--- src/hdl/mcs_pkg.sv ---
// Constants, codes and helpers for the modem command settings block.
// Assumes a 40 MHz hclk and a single AHB-Lite master.
package mcs_pkg;
  localparam int CLK_HZ = 40_000_000;
  localparam int RETRAIN_MAX_S = 30;
  localparam int RETRAIN_CYC = RETRAIN_MAX_S * CLK_HZ;

  localparam logic [7:0] A_CMD = 8'h00;
  localparam logic [7:0] A_MS_MODE = 8'h04;
  localparam logic [7:0] A_MS_MIN = 8'h08;
  localparam logic [7:0] A_MS_MAX = 8'h0C;
  localparam logic [7:0] A_RESULT = 8'h10;
  localparam logic [7:0] A_SETTINGS = 8'h14;
  localparam logic [7:0] A_RESP0 = 8'h20;
  localparam logic [7:0] A_RESP1 = 8'h24;
  localparam logic [7:0] A_RESP2 = 8'h28;
  localparam logic [7:0] A_RESP3 = 8'h2C;

  localparam int CMD_ARG_LSB = 8;
  localparam int MS_AUTO_BIT = 8;
  localparam int MS_HAS_AUTO = 9;
  localparam int MS_HAS_MIN = 10;
  localparam int MS_HAS_MAX = 11;
  localparam int RES_KIND_LSB = 4;
  localparam int RES_OP_LSB = 8;
  localparam int RES_SEQ_LSB = 24;
  localparam int SET_RT_LSB = 4;
  localparam int SET_BRK_LSB = 8;
  localparam int SET_EC_LSB = 12;
  localparam int SET_LC_LSB = 16;
  localparam int CAP_AUTO_LSB = 16;

  localparam logic [7:0] OP_FACTORY = 8'h01;
  localparam logic [7:0] OP_CTS = 8'h02;
  localparam logic [7:0] OP_SHOW_CFG = 8'h03;
  localparam logic [7:0] OP_SHOW_STATS = 8'h04;
  localparam logic [7:0] OP_RETRAIN = 8'h05;
  localparam logic [7:0] OP_BREAK = 8'h06;
  localparam logic [7:0] OP_EC = 8'h07;
  localparam logic [7:0] OP_LCONV = 8'h08;
  localparam logic [7:0] OP_SET_MOD = 8'h09;
  localparam logic [7:0] OP_QRY_MOD = 8'h0A;
  localparam logic [7:0] OP_QRY_CAP = 8'h0B;
  localparam logic [7:0] OP_SEND_BRK = 8'h0C;

  localparam logic [1:0] RES_OK = 2'h1;
  localparam logic [1:0] RES_ERROR = 2'h2;
  localparam logic [1:0] RES_NO_CARRIER = 2'h3;
  localparam logic [2:0] KIND_CFG = 3'h1;
  localparam logic [2:0] KIND_STATS = 3'h2;
  localparam logic [2:0] KIND_MOD = 3'h3;
  localparam logic [2:0] KIND_CAP = 3'h4;

  localparam logic [1:0] RT_RETRAIN = 2'h1;
  localparam logic [1:0] RT_FALL = 2'h2;

  localparam logic DEF_CTS = 1'h0;
  localparam logic [1:0] DEF_RT = 2'h2;
  localparam logic [2:0] DEF_BRK = 3'h5;
  localparam logic [2:0] DEF_EC = 3'h3;
  localparam logic [1:0] DEF_LC = 2'h0;
  localparam logic [7:0] DEF_MOD = 8'h38;
  localparam logic DEF_AUTO = 1'h1;
  localparam logic [16:0] DEF_MIN = 17'h0012C;
  localparam logic [16:0] DEF_MAX = 17'h07080;

  localparam logic [7:0] MAX_CTS = 8'h01;
  localparam logic [7:0] MAX_RT = 8'h02;
  localparam logic [7:0] MAX_BRK = 8'h05;
  localparam logic [7:0] MAX_EC = 8'h05;
  localparam logic [7:0] MAX_LC = 8'h02;
  localparam logic [16:0] MINR_LO = 17'h0012C;
  localparam logic [16:0] MINR_HI = 17'h08340;
  localparam logic [16:0] MAXR_LO = 17'h0012C;
  localparam logic [16:0] MAXR_HI = 17'h0DAC0;
  localparam logic [1:0] CAP_AUTO = 2'h3;

  localparam int NMOD = 11;
  // V.21 V.22 V.22bis V.23 V.32 V.32bis V.34 V.90 56k Bell103 Bell212
  localparam logic [NMOD-1:0][7:0] MOD_CODES = {8'h45, 8'h40, 8'h38, 8'h0C,
    8'h0B, 8'h0A, 8'h09, 8'h03, 8'h02, 8'h01, 8'h00};
  localparam logic [10:0] CAP_MODS = 11'h7FF;

  function automatic logic [NMOD-1:0] mod_onehot(input logic [7:0] code);
    logic [NMOD-1:0] r;
    r = '0;
    for (int i = 0; i < NMOD; i++) begin
      r[i] = (code == MOD_CODES[i]);
    end
    return r;
  endfunction

  function automatic logic in_range(input logic [16:0] v, input logic [16:0] lo,
                                    input logic [16:0] hi);
    return (v >= lo) && (v <= hi);
  endfunction
endpackage

--- src/hdl/mcs_brk_if.sv ---
// Break events and break actions between the command core and break unit.
// Assumes both ends run on hclk.
`timescale 1ns/1ps
interface mcs_brk_if;
  logic [2:0] mode;
  logic dte_brk;
  logic rem_brk;
  logic send_brk;
  logic ec_link;
  logic flush;
  logic to_remote;
  logic to_dte;
  logic immed;
  logic in_order;
  logic online_cmd;
  modport core(output mode, dte_brk, rem_brk, send_brk, ec_link,
               input flush, to_remote, to_dte, immed, in_order, online_cmd);
  modport brk(input mode, dte_brk, rem_brk, send_brk, ec_link,
              output flush, to_remote, to_dte, immed, in_order, online_cmd);
endinterface

--- src/hdl/mcs_brk.sv ---
// Break unit: turns break events into one-cycle action pulses.
// Assumes events are one-cycle pulses from hclk logic.
`timescale 1ns/1ps
module mcs_brk
  import mcs_pkg::*;
(
  input wire logic hclk,
  input wire logic hresetn,
  mcs_brk_if.brk b
);
  typedef struct packed {
    logic flush;
    logic to_remote;
    logic to_dte;
    logic immed;
    logic in_order;
    logic online_cmd;
  } mcs_brk_s;

  mcs_brk_s s;
  mcs_brk_s n;

  // Only one event acts per cycle: terminal break wins, then command, then remote
  always_comb begin
    n = '0;
    if (b.dte_brk) begin
      unique case (b.mode)
        3'h1: begin
          n.flush = 1'b1;
          n.to_remote = 1'b1;
        end
        3'h3: begin
          n.immed = 1'b1;
          n.to_remote = 1'b1;
        end
        3'h5: begin
          n.in_order = 1'b1;
          n.to_remote = 1'b1;
        end
        default: n.online_cmd = 1'b1;
      endcase
    end else if (b.send_brk) begin
      n.to_remote = 1'b1;
      unique case (b.mode)
        3'h0, 3'h1: n.flush = 1'b1;
        3'h2, 3'h3: n.immed = 1'b1;
        default: n.in_order = 1'b1;
      endcase
    end else if (b.rem_brk && !b.ec_link) begin
      n.to_dte = 1'b1;
      unique case (b.mode)
        3'h0, 3'h1: n.flush = 1'b1;
        3'h2, 3'h3: n.immed = 1'b1;
        default: n.in_order = 1'b1;
      endcase
    end
  end

  always_ff @(posedge hclk or negedge hresetn) begin
    if (!hresetn) begin
      s <= '0;
    end else begin
      s <= n;
    end
  end

  assign b.flush = s.flush;
  assign b.to_remote = s.to_remote;
  assign b.to_dte = s.to_dte;
  assign b.immed = s.immed;
  assign b.in_order = s.in_order;
  assign b.online_cmd = s.online_cmd;
endmodule

--- src/hdl/mcs_top.sv ---
// Modem command settings core: AHB-Lite register slave, command execution,
// CTS control, retrain policy, error-correction and modulation selection.
// Assumes one master with no pipelined transfers; rts_pin is asynchronous.
//
// Design decisions made here: register access over AHB-Lite and the placing of the registers.
`timescale 1ns/1ps
module mcs_top
  import mcs_pkg::*;
#(
  parameter int unsigned RETRAIN_CYCLES = RETRAIN_CYC
)(
  input wire logic hclk,
  input wire logic hresetn,
  input wire logic hsel,
  input wire logic [31:0] haddr,
  input wire logic [1:0] htrans,
  input wire logic hwrite,
  input wire logic [2:0] hsize,
  input wire logic [31:0] hwdata,
  input wire logic hready,
  output logic hreadyout,
  output logic hresp,
  output logic [31:0] hrdata,
  input wire logic rts_pin,
  input wire logic sync_mode,
  input wire logic flow_pause,
  input wire logic connected,
  input wire logic line_poor,
  input wire logic retrain_ok,
  input wire logic dte_brk,
  input wire logic rem_brk,
  input wire logic ec_link,
  input wire logic [7:0] stat_reason,
  input wire logic [15:0] stat_last_tx,
  input wire logic [15:0] stat_hi_tx,
  input wire logic [15:0] stat_last_rx,
  input wire logic [15:0] stat_hi_rx,
  input wire logic [7:0] stat_proto,
  input wire logic [7:0] stat_comp,
  input wire logic [7:0] stat_quality,
  output logic cts,
  output logic retrain_req,
  output logic retrain_abandon,
  output logic fallback_req,
  output logic fallforward_req,
  output logic ec_enable,
  output logic ec_try_lapm,
  output logic ec_try_alt,
  output logic ec_hangup,
  output logic [7:0] mod_code,
  output logic mod_auto,
  output logic mod_fixed,
  output logic [16:0] mod_min,
  output logic [16:0] mod_max,
  output logic [10:0] mod_sel,
  output logic brk_flush,
  output logic brk_to_remote,
  output logic brk_to_dte,
  output logic brk_immed,
  output logic brk_in_order,
  output logic brk_online_cmd
);
  typedef struct packed {
    logic hreadyout;
    logic hresp;
    logic [31:0] hrdata;
    logic wr_pend;
    logic [7:0] wr_addr;
    logic rts_m;
    logic rts_s;
    logic cts;
    logic cts_opt;
    logic [1:0] rt_pol;
    logic [2:0] brk;
    logic [2:0] ec;
    logic [1:0] lconv;
    logic [7:0] mod;
    logic auto;
    logic [16:0] rmin;
    logic [16:0] rmax;
    logic [11:0] arg_mode;
    logic [16:0] arg_min;
    logic [16:0] arg_max;
    logic [1:0] result;
    logic [2:0] kind;
    logic [7:0] last_op;
    logic [7:0] seq;
    logic [3:0][31:0] resp;
    logic send_brk;
    logic rt_active;
    logic [30:0] rt_cnt;
    logic rt_abandon;
    logic fb;
    logic ff;
    logic poor_d;
    logic ec_en;
    logic ec_lapm;
    logic ec_alt;
    logic ec_hang;
    logic [10:0] mod_sel;
  } mcs_top_s;

  mcs_top_s s;
  mcs_top_s n;
  mcs_brk_if bi();

  function automatic logic [31:0] settings_word(input mcs_top_s t);
    logic [31:0] w;
    w = '0;
    w[0] = t.cts_opt;
    w[SET_RT_LSB +: 2] = t.rt_pol;
    w[SET_BRK_LSB +: 3] = t.brk;
    w[SET_EC_LSB +: 3] = t.ec;
    w[SET_LC_LSB +: 2] = t.lconv;
    return w;
  endfunction

  function automatic logic [31:0] mod_word(input mcs_top_s t);
    logic [31:0] w;
    w = '0;
    w[7:0] = t.mod;
    w[MS_AUTO_BIT] = t.auto;
    return w;
  endfunction

  always_comb begin
    logic [7:0] op;
    logic [7:0] arg;
    logic [7:0] nm;
    logic na;
    logic [16:0] nmin;
    logic [16:0] nmax;
    logic ok;
    op = hwdata[7:0];
    arg = hwdata[CMD_ARG_LSB +: 8];
    nm = s.arg_mode[7:0];
    na = s.arg_mode[MS_HAS_AUTO] ? s.arg_mode[MS_AUTO_BIT] : s.auto;
    nmin = s.arg_mode[MS_HAS_MIN] ? s.arg_min : s.rmin;
    nmax = s.arg_mode[MS_HAS_MAX] ? s.arg_max : s.rmax;
    ok = 1'b0;
    n = s;
    n.hreadyout = 1'b1;
    n.hresp = 1'b0;
    n.send_brk = 1'b0;

    // Synchroniser for the RTS pin
    n.rts_m = rts_pin;
    n.rts_s = s.rts_m;

    // Address phase: read data is fetched now so the data phase needs no wait
    n.wr_pend = 1'b0;
    if (hsel && hready && htrans[1]) begin
      n.wr_pend = hwrite;
      n.wr_addr = haddr[7:0];
      n.hrdata = '0;
      if (!hwrite) begin
        unique case (haddr[7:0])
          A_MS_MODE: n.hrdata = {20'h00000, s.arg_mode};
          A_MS_MIN: n.hrdata = {15'h0000, s.arg_min};
          A_MS_MAX: n.hrdata = {15'h0000, s.arg_max};
          A_RESULT: begin
            n.hrdata[1:0] = s.result;
            n.hrdata[RES_KIND_LSB +: 3] = s.kind;
            n.hrdata[RES_OP_LSB +: 8] = s.last_op;
            n.hrdata[RES_SEQ_LSB +: 8] = s.seq;
          end
          A_SETTINGS: n.hrdata = settings_word(s);
          A_RESP0: n.hrdata = s.resp[0];
          A_RESP1: n.hrdata = s.resp[1];
          A_RESP2: n.hrdata = s.resp[2];
          A_RESP3: n.hrdata = s.resp[3];
          default: n.hrdata = '0;
        endcase
      end
    end

    // Data phase of a write
    if (s.wr_pend) begin
      unique case (s.wr_addr)
        A_MS_MODE: n.arg_mode = hwdata[11:0];
        A_MS_MIN: n.arg_min = hwdata[16:0];
        A_MS_MAX: n.arg_max = hwdata[16:0];
        A_CMD: begin
          n.last_op = op;
          n.seq = s.seq + 8'h01;
          n.result = RES_ERROR;
          n.kind = '0;
          unique case (op)
            OP_FACTORY: begin
              if (!connected) begin
                n.cts_opt = DEF_CTS;
                n.rt_pol = DEF_RT;
                n.brk = DEF_BRK;
                n.ec = DEF_EC;
                n.lconv = DEF_LC;
                n.mod = DEF_MOD;
                n.auto = DEF_AUTO;
                n.rmin = DEF_MIN;
                n.rmax = DEF_MAX;
                n.result = RES_OK;
              end
            end
            OP_CTS: begin
              if (arg <= MAX_CTS) begin
                n.cts_opt = arg[0];
                n.result = RES_OK;
              end
            end
            OP_RETRAIN: begin
              if (arg <= MAX_RT) begin
                n.rt_pol = arg[1:0];
                n.result = RES_OK;
              end
            end
            OP_BREAK: begin
              if (arg <= MAX_BRK) begin
                n.brk = arg[2:0];
                n.result = RES_OK;
              end
            end
            OP_EC: begin
              if (arg <= MAX_EC) begin
                n.ec = arg[2:0];
                n.result = RES_OK;
              end
            end
            OP_LCONV: begin
              if (arg <= MAX_LC) begin
                n.lconv = arg[1:0];
                n.result = RES_OK;
              end
            end
            OP_SHOW_CFG: begin
              n.resp[0] = settings_word(s);
              n.resp[1] = mod_word(s);
              n.resp[2] = {15'h0000, s.rmin};
              n.resp[3] = {15'h0000, s.rmax};
              n.kind = KIND_CFG;
              n.result = RES_OK;
            end
            OP_SHOW_STATS: begin
              n.resp[0] = {stat_reason, stat_proto, stat_comp, stat_quality};
              n.resp[1] = {stat_hi_tx, stat_last_tx};
              n.resp[2] = {stat_hi_rx, stat_last_rx};
              n.resp[3] = '0;
              n.kind = KIND_STATS;
              n.result = RES_OK;
            end
            OP_SET_MOD: begin
              ok = (|mod_onehot(nm)) && in_range(nmin, MINR_LO, MINR_HI)
                && in_range(nmax, MAXR_LO, MAXR_HI) && (nmin <= nmax);
              if (ok) begin
                n.mod = nm;
                n.auto = na;
                n.rmin = nmin;
                n.rmax = nmax;
                n.result = RES_OK;
              end
            end
            OP_QRY_MOD: begin
              n.resp[0] = {24'h000000, s.mod};
              n.resp[1] = {31'h00000000, s.auto};
              n.resp[2] = {15'h0000, s.rmin};
              n.resp[3] = {15'h0000, s.rmax};
              n.kind = KIND_MOD;
              n.result = RES_OK;
            end
            OP_QRY_CAP: begin
              n.resp[0] = {21'h000000, CAP_MODS};
              n.resp[1] = {30'h00000000, CAP_AUTO};
              n.resp[2] = {MINR_HI[15:0], MINR_LO[15:0]};
              n.resp[3] = {MAXR_HI[15:0], MAXR_LO[15:0]};
              n.kind = KIND_CAP;
              n.result = RES_OK;
            end
            OP_SEND_BRK: begin
              if (connected) begin
                n.send_brk = 1'b1;
                n.result = RES_OK;
              end else begin
                n.result = RES_NO_CARRIER;
              end
            end
            default: n.result = RES_ERROR;
          endcase
        end
        default: n.arg_mode = s.arg_mode;
      endcase
    end

    // CTS handling
    if (sync_mode) begin
      n.cts = (s.cts_opt == DEF_CTS) ? s.rts_s : 1'b1;
    end else begin
      n.cts = !flow_pause;
    end

    // Retrain policy
    n.rt_abandon = 1'b0;
    n.fb = 1'b0;
    n.ff = 1'b0;
    n.poor_d = line_poor;
    if (s.rt_pol == RT_RETRAIN && connected) begin
      if (!s.rt_active) begin
        n.rt_active = line_poor;
        n.rt_cnt = '0;
      end else if (retrain_ok) begin
        n.rt_active = 1'b0;
      end else if (s.rt_cnt == 31'(RETRAIN_CYCLES - 1)) begin
        n.rt_active = 1'b0;
        n.rt_abandon = 1'b1;
      end else begin
        n.rt_cnt = s.rt_cnt + 31'h00000001;
      end
    end else begin
      n.rt_active = 1'b0;
      n.rt_cnt = '0;
    end
    if (s.rt_pol == RT_FALL && connected) begin
      n.fb = line_poor && !s.poor_d;
      n.ff = !line_poor && s.poor_d;
    end

    // Error-correction preference for the next connection
    n.ec_en = 1'b0;
    n.ec_lapm = 1'b0;
    n.ec_alt = 1'b0;
    n.ec_hang = 1'b0;
    unique case (n.ec)
      3'h2: begin
        n.ec_en = 1'b1;
        n.ec_lapm = 1'b1;
        n.ec_alt = 1'b1;
        n.ec_hang = 1'b1;
      end
      3'h3: begin
        n.ec_en = 1'b1;
        n.ec_lapm = 1'b1;
        n.ec_alt = 1'b1;
      end
      3'h4: begin
        n.ec_en = 1'b1;
        n.ec_lapm = 1'b1;
        n.ec_alt = (n.lconv != DEF_LC);
        n.ec_hang = 1'b1;
      end
      3'h5: begin
        n.ec_en = 1'b1;
        n.ec_alt = 1'b1;
        n.ec_hang = 1'b1;
      end
      default: n.ec_en = 1'b0;
    endcase

    n.mod_sel = mod_onehot(n.mod);
  end

  always_ff @(posedge hclk or negedge hresetn) begin
    if (!hresetn) begin
      s <= '0;
      s.hreadyout <= 1'b1;
      s.cts_opt <= DEF_CTS;
      s.rt_pol <= DEF_RT;
      s.brk <= DEF_BRK;
      s.ec <= DEF_EC;
      s.lconv <= DEF_LC;
      s.mod <= DEF_MOD;
      s.auto <= DEF_AUTO;
      s.rmin <= DEF_MIN;
      s.rmax <= DEF_MAX;
    end else begin
      s <= n;
    end
  end

  assign bi.mode = s.brk;
  assign bi.dte_brk = dte_brk;
  assign bi.rem_brk = rem_brk;
  assign bi.send_brk = s.send_brk;
  assign bi.ec_link = ec_link;

  mcs_brk u_brk (
    .hclk(hclk),
    .hresetn(hresetn),
    .b(bi.brk)
  );

  assign hreadyout = s.hreadyout;
  assign hresp = s.hresp;
  assign hrdata = s.hrdata;
  assign cts = s.cts;
  assign retrain_req = s.rt_active;
  assign retrain_abandon = s.rt_abandon;
  assign fallback_req = s.fb;
  assign fallforward_req = s.ff;
  assign ec_enable = s.ec_en;
  assign ec_try_lapm = s.ec_lapm;
  assign ec_try_alt = s.ec_alt;
  assign ec_hangup = s.ec_hang;
  assign mod_code = s.mod;
  assign mod_auto = s.auto;
  assign mod_fixed = !s.auto;
  assign mod_min = s.rmin;
  assign mod_max = s.rmax;
  assign mod_sel = s.mod_sel;
  assign brk_flush = bi.flush;
  assign brk_to_remote = bi.to_remote;
  assign brk_to_dte = bi.to_dte;
  assign brk_immed = bi.immed;
  assign brk_in_order = bi.in_order;
  assign brk_online_cmd = bi.online_cmd;
endmodule

--- config.mk ---
export PLATFORM = sky130hd
export DESIGN_NAME = mcs_top
export DESIGN_NICKNAME = d
export VERILOG_FILES = /design/src/hdl/mcs_pkg.sv /design/src/hdl/mcs_brk_if.sv /design/src/hdl/mcs_brk.sv /design/src/hdl/mcs_top.sv
export SDC_FILE = /design/constraint.sdc
export NUM_CORES = 1
export LEC_CHECK = 0
export BUFFER_PORTS_ARGS = -buffer_cell sky130_fd_sc_hd__buf_2
export CAP_MARGIN = 20
export CORE_AREA = 2 2 225 227
export CTS_BUF_LIST = sky130_fd_sc_hd__clkbuf_2 sky130_fd_sc_hd__clkbuf_4 sky130_fd_sc_hd__clkbuf_8
export CTS_CLUSTER_SIZE = 40
export DETAILED_ROUTE_END_ITERATION = 8
export DIE_AREA = 0 0 227 229
export PLACE_DENSITY = 0.57
export RECOVER_POWER = 100
export SLEW_MARGIN = 10
export SYNTH_ARGS = -nofsm -noshare
export SYNTH_HDL_FRONTEND = slang
export SYNTH_SLANG_ARGS = --single-unit
--- constraint.sdc ---
create_clock -name hclk -period 7.84 [get_ports hclk]
set_input_delay 1.568 -clock hclk [delete_from_list [all_inputs] [get_ports hclk]]
set_output_delay 1.568 -clock hclk [all_outputs]
set_load 0.02 [all_outputs]
==> results of run 1 <==
worst min-delay path by stage:
stage                       from     end  slack [ns]  cells past startpoint
after floorplan           n[302]  s[302]        0.33                      0
after global placement    n[302]  s[302]        0.33                      0
after detailed placement  n[302]  s[302]        0.35                      0
after CTS                 n[302]  s[302]        0.35                      0
after global routing      n[302]  s[302]        0.35                      0
final                     n[302]  s[302]        0.36                      0
area by class of cell:
class / instances / area, µm²
tap: 672 / 841
sequential: 337 / 8450
fill: 5126 / 30200
antenna: 5 / 12.5
clock inverter: 14 / 128
timing repair buffer: 263 / 1200
multi-input combinational: 1260 / 7540
clock buffer: 94 / 1140
inverter: 24 / 90.1
state kept, by name (all words and copies together) (netlist names), 3 cells and up:
name	cells
hrdata	32
mod_max	17
s	231
mod_min	17
bi.mode	3
mod_sel	11
mod_code	8
cell usage in the layout, fill, tap and decap left out, drive strengths merged, types with 8 or more instances in the layout:
cell	count
a21oi	51
a221oi	40
a222oi	23
a22o	29
a22oi	11
a31oi	21
and2	12
and3	18
buf	145
clkbuf	212
clkinv	11
dfrtp	320
dfstp	17
ha	19
inv	25
mux2	72
mux2i	39
nand2	330
nand3	126
nand4	16
nor2	161
nor3	20
nor4	24
nor4b	8
o21ai	93
or3	9
or4	8
xnor2	13
xor2	22
power groups by stage:
stage | combinational (mW) | sequential [mW] | clock (mW)
after global placement | 0.262 | 1.85 | 0
after detailed placement | 0.266 | 1.85 | 0
after floorplan | 0.137 | 1.83 | 0
after CTS | 0.268 | 1.82 | 1.79
final | 0.264 | 1.82 | 1.75
after global routing | 0.291 | 1.82 | 1.87
per-stage QoR:
step / instance area [µm²] / setup WS, ns / total power, mW / util, %
floorplan: 17200 / 3.55 / 1.97 / -
global placement: 18300 / 2.30 / 2.11 / 36.9
detailed placement: 18300 / 2.27 / 2.11 / 36.9
CTS: 19600 / 2.69 / 3.88 / 39.5
global route: 19400 / 1.22 / 3.99 / 39.1
finish: 19400 / 1.54 / 3.83 / 39.1
cell families (layout without fill, tap and decap cells):
group / Yosys count / in the layout / share of synthesized area (%)
fa+ha+maj: 19 / 19 / 1.39
buf+inv: 220 / 395 / 6.87
flops: 337 / 337 / 49.3
other cells: 2 / 7 / 0.0438
simple gates: 770 / 770 / 20.4
compound gates: 321 / 321 / 13.0
mux: 113 / 113 / 7.26
xor+xnor: 35 / 35 / 1.79
worst reg2reg max path: stages, from the launching register on:
cell and delay [ns]:
dfrtp_1 0.46, clkbuf_1 1.07, mux2i_1 0.47, inv_1 0.12
ha_1 0.31, and3_1 0.15, nand3_1 0.09, or4_1 0.52
o31a_1 0.16, nand4bb_1 0.24, a2111oi_4 0.64, clkbuf_1 0.59
or2_2 0.62, o22ai_1 0.39, nor4_1 0.37
per-layer routing:
layer / GRT usage, % / vias to the layer above / routed length [µm] / share of wire, %
met5: 0 / - / 0 / 0
met4: 9.27 / 0 / 2190 / 3.7
met3: 4.84 / 113 / 4670 / 7.8
met2: 34.8 / 611 / 27300 / 46
met1: 32.1 / 7193 / 25800 / 43
li1: - / 6627 / - / -
==> impl_metrics.env, run 1 <==
export IMPL_grt_pass1_vias=14300
export IMPL_ant_nets=0
export IMPL_ys_flop_type="dfrtp_1"
export IMPL_yosys_area_top_type="dfrtp_1"
export IMPL_r2r_start="s[245]"
export IMPL_grt_setup_unrepaired="no"
export IMPL_drive_gt1_share_pct=17.6
export IMPL_crit_buf_inv=3
export IMPL_worstSetupStartpointType="register"
export IMPL_synth_area_um2=17200
export IMPL_post_cts_setup_buffer_count=0
export IMPL_period_share_pct=80.3
export IMPL_r2r_slack_ns=1.54
export IMPL_crit_cells=14
export IMPL_drc=6
export IMPL_ys_seq_area_share_pct=49.3
export IMPL_ys_seq_elements=337
export IMPL_grt_max_degree=113
export IMPL_drv_cap=10
export IMPL_yosys_top_cells_count="330 x nand2_1, 320 x dfrtp_1, 161 x nor2_1, 126 x nand3_1, 91 x o21ai_0"
export IMPL_fin_hold_ws_ns=0.363
export IMPL_slowest_delay_ns=1.07
export IMPL_violations="design-rule violations, max-capacitance violations, max-slew violations"
export IMPL_instances_no_fill=2669
export IMPL_yosysMostFrequentCell="nand2_1"
export IMPL_period_minus_slack_ns=6.30
export IMPL_cts_max_path_buffers=3
export IMPL_post_cts_resized=0
export IMPL_slew_headroom_pct=-181
export IMPL_routed_wl_um=59900
export IMPL_critPathMaxFanout=25
export IMPL_critical_path_arrival_ns=6.85
export IMPL_coreArea_um2=49700
export IMPL_worst_pin_slew_ns=4.21
export IMPL_antenna_found_initial=6
export IMPL_synth_avg_cell_area_um2=9.44
export IMPL_numCtsBuffers=58
export IMPL_fp_dieW_um=227
export IMPL_gp_congestion=0.892
export IMPL_pin_count=283
export IMPL_clock_latency_ns=0.66
export IMPL_dp_cells=2553
export IMPL_clkPwrFrac_pct=45.7
export IMPL_num_rows=82
export IMPL_final_max_slew_violation_count=480
export IMPL_hp_class="register to register"
export IMPL_chipHeight_um=229
export IMPL_r2r_end="mod_sel[1]"
export IMPL_firstDrtPassIters=9
export IMPL_fmax_mhz=159
export IMPL_seq_power_share_pct=47.5
export IMPL_critical_path_most_common_cell="clkbuf_1"
export IMPL_setup_tns_ns=0
export IMPL_viasPerCell=5.45
export IMPL_die_area_um2=52000
export IMPL_drtIter0Drc=1443
export IMPL_reg2reg_depth=14
export IMPL_netSwitchingPower_uw=973
export IMPL_hpwl_um=43000
export IMPL_synth_fp_nets=2015
export IMPL_cp_startpoint="s[245]"
export IMPL_synth_cell_types=80
export IMPL_p_comb_share_pct=6.9
export IMPL_grt_overflow=0
export IMPL_grt_use_total_pct=23.0
export IMPL_p_sw_share_pct=25.4
export IMPL_required_ns=8.39
export IMPL_clkTransAtPathRegs_ns=0.06
export IMPL_setup_viol=0
export IMPL_crit_type="register to register"
export IMPL_wl_per_cell_um=22.4
export IMPL_p_int_mw=2.86
export IMPL_finalHoldViolCount=0
export IMPL_clock_sinks=337
export IMPL_cts_root_buf="clkbuf_8"
export IMPL_synth_edf_count=0
export IMPL_cts_tree="yes"
export IMPL_port_buffers=237
export IMPL_synth_top_cell_area_share_pct=46.7
export IMPL_cpLargestDelayFamily="simple AND/OR/NAND/NOR gates"
export IMPL_finClkSkew_ns=0.0269
export IMPL_slowest_stage="clkbuf_1"
export IMPL_synthArstFlopShare_pct=100
export IMPL_synthCells=1817
export IMPL_crit_path_end_kind="register"
export IMPL_power_density_nw_per_um2=198
export IMPL_crit_end="mod_sel[1]"
export IMPL_nets=2142
export IMPL_irDropWorstVdd_mv=0.105
export IMPL_areaGrowthSynthToFinish_pct=13.1
export IMPL_start_util_pct=34.5
export IMPL_cts_max_level=2
export IMPL_p_leak_nw=8.86
export IMPL_vias=14500
export IMPL_crit_chain="clkbuf_1 -> mux2i_1 -> inv_1 -> ha_1 -> and3_1 -> nand3_1 -> or4_1 -> o31a_1 -> nand4bb_1 -> a2111oi_4 -> clkbuf_1 -> or2_2 -> o22ai_1 -> nor4_1"
export IMPL_status="finished with violations"
export IMPL_synth_yosys_warnings=0
export IMPL_synth_area_leaders="dfrtp_1 47%, nand2_1 7.2%, mux2_2 4.7%"
export IMPL_hold_buffers=0
export IMPL_grt_pass1_wl_um=90100
Power figures use the tool's default switching activity.
==> inputs of run 2 (changes only) <==
clock period = 6 ns   (was 7.84 ns; I/O delays follow)
==> run 2 against run 1 <==
- the run ends with max-capacitance violations, max-slew violations left
- global-route usage rose by 0.057 points
- clock skew rose by 0.0065 ns
- first-iteration DRC count fell by 0.83%
- sequential share of layout area decreased by 0.48 points
- design area rose by 1.1%
- non-clock buffer count rose by 2
- hold slack gained 0.0071 ns
- combinational power increased by 28%
- worst setup slack worse by 0.83 ns
- fmax rose by 19%
- critical path depth down 3
- critical path type unchanged
- highest routed layer unchanged
==> impl_metrics.env, run 2 (synthesis gave the netlist of run 1 again) <==
export IMPL_layout_commonest_cell="nand2_1"
export IMPL_p_leak_nw=9.00
export IMPL_nets=2147
export IMPL_numCtsBuffers=61
export IMPL_viasPerCell=5.42
export IMPL_period_share_pct=88.2
export IMPL_critPathMaxFanout=22
export IMPL_reg2reg_depth=11
export IMPL_slowest_delay_ns=0.95
export IMPL_post_cts_setup_buffer_count=0
export IMPL_clock_latency_ns=0.67
export IMPL_drc=0
export IMPL_r2r_start="s[245]"
export IMPL_crit_path_end_kind="register"
export IMPL_power_density_nw_per_um2=267
export IMPL_hold_path_end="s[302]"
export IMPL_fillCellCount=5057
export IMPL_post_cts_resized=0
export IMPL_whs_path_depth=0
export IMPL_ant_nets=0
export IMPL_regMostFlops="s"
export IMPL_largest_register_ffs=231
export IMPL_clkTransAtPathRegs_ns=0.07
export IMPL_finClkSkew_ns=0.0334
export IMPL_antenna_found_initial=7
export IMPL_setup_viol=0
export IMPL_grt_max_degree=138
export IMPL_num_rows=82
export IMPL_final_cell_mix="330 x nand2_1, 320 x dfrtp_1, 160 x nor2_1"
export IMPL_grt_pass1_wl_um=90400
export IMPL_cts_tree="yes"
export IMPL_critical_path_arrival_ns=5.86
export IMPL_crit_chain="clkbuf_1 -> mux2_1 -> ha_1 -> nand4_1 -> or4_1 -> o31a_1 -> a211o_1 -> nor3_1 -> clkbuf_1 -> nand2_1 -> o21ai_0"
export IMPL_grt_setup_unrepaired="no"
export IMPL_die_area_um2=52000
export IMPL_wl_per_cell_um=22.5
export IMPL_crit_buf_inv=2
export IMPL_dpl_cell_area_um2=18400
export IMPL_start_util_pct=34.5
export IMPL_cpLargestDelayFamily="simple AND/OR/NAND/NOR gates"
export IMPL_port_buffers=237
export IMPL_r2r_slack_ns=0.71
export IMPL_slowest_stage="dfrtp_1"
export IMPL_final_max_slew_violation_count=410
export IMPL_worst_pin_slew_ns=3.31
export IMPL_coreArea_um2=49700
export IMPL_hpwl_um=43400
export IMPL_gp_congestion=0.898
export IMPL_vias=14500
export IMPL_pin_count=283
export IMPL_routed_wl_um=60200
export IMPL_critical_path_most_common_cell="clkbuf_1"
export IMPL_min_from="n[302]"
export IMPL_period_minus_slack_ns=5.29
export IMPL_drv_cap=7
export IMPL_finalPower_mw=5.23
export IMPL_finalHoldViolCount=0
export IMPL_slew_headroom_pct=-123
export IMPL_cts_max_level=2
export IMPL_hold_buffers=0
export IMPL_grt_pass1_vias=14300
export IMPL_setup_tns_ns=0
export IMPL_design_area_um2=19600
export IMPL_r2r_end="mod_max[1]"
export IMPL_drive_gt1_share_pct=18.1
export IMPL_grt_use_total_pct=23.1
export IMPL_required_ns=6.57
export IMPL_firstDrtPassIters=7
export IMPL_areaGrowthSynthToFinish_pct=14.4
export IMPL_worstSetupStartpointType="register"
export IMPL_clock_sinks=337
export IMPL_grt_overflow=0
export IMPL_fmax_mhz=189
export IMPL_hp_class="register to register"
export IMPL_irDropWorstVdd_mv=0.153
export IMPL_cts_max_path_buffers=3
export IMPL_violations="max-capacitance violations, max-slew violations"
export IMPL_cts_root_buf="clkbuf_8"
export IMPL_drtIter0Drc=1431
export IMPL_status="finished with violations"
export IMPL_chipHeight_um=229
export IMPL_fp_dieW_um=227
export IMPL_crit_type="register to register"
export IMPL_cp_startpoint="s[245]"
[run 2: metal layers]
metal  GRT usage, %  routed length (µm)  share of wire [%]
met5              0                   0                  0
met4           8.35                1790                3.0
met3           3.35                3770                6.3
met2           36.1               28100                 47
met1           32.6               26600                 44
[run 2: worst max-delay path by stage]
stage / endpoint / slack (ns) / depth (start not counted)
global route: mod_max[10] / 0.48 / 13
detailed placement: mod_sel[7] / 1.19 / 12
floorplan: mod_sel[7] / 1.71 / 13
global placement: mod_sel[7] / 1.20 / 12
finish: mod_max[1] / 0.71 / 11
CTS: mod_sel[7] / 1.16 / 12
[run 2: final cells by class]
cell class | instances | area (µm²) | area share, %
flip-flops and latches | 337 | 8450 | 43.1
well taps | 672 | 841 | 4.28
multi-input cells | 1260 | 7520 | 38.3
clock buffers | 97 | 1230 | 6.29
inverters | 24 | 90.1 | 0.459
diodes | 8 | 20.0 | 0.102
repair buffers | 265 | 1270 | 6.46
clock inverters | 18 | 198 | 1.01
[run 2: metrics by stage]
stage | utilization (%) | std cells | hold slack (ns) | setup slack, ns
finish | 39.5 | 2681 | 0.370 | 0.710
global route | 39.5 | 2680 | 0.375 | 0.478
CTS | 39.9 | 2673 | 0.356 | 1.16
detailed placement | 37.1 | 2558 | 0.336 | 1.19
global placement | 37.1 | 2558 | 0.334 | 1.20
floorplan | - | 1817 | 0.331 | 1.71
[run 2: power by group]
group | total, mW | switching, mW | leakage (nW) | internal (mW)
clock network | 2.51 | 1.03 | 0.756 | 1.48
registers | 2.39 | 0.0627 | 4.42 | 2.32
logic | 0.337 | 0.208 | 3.82 | 0.129
total | 5.23 | 1.30 | 9.00 | 3.93
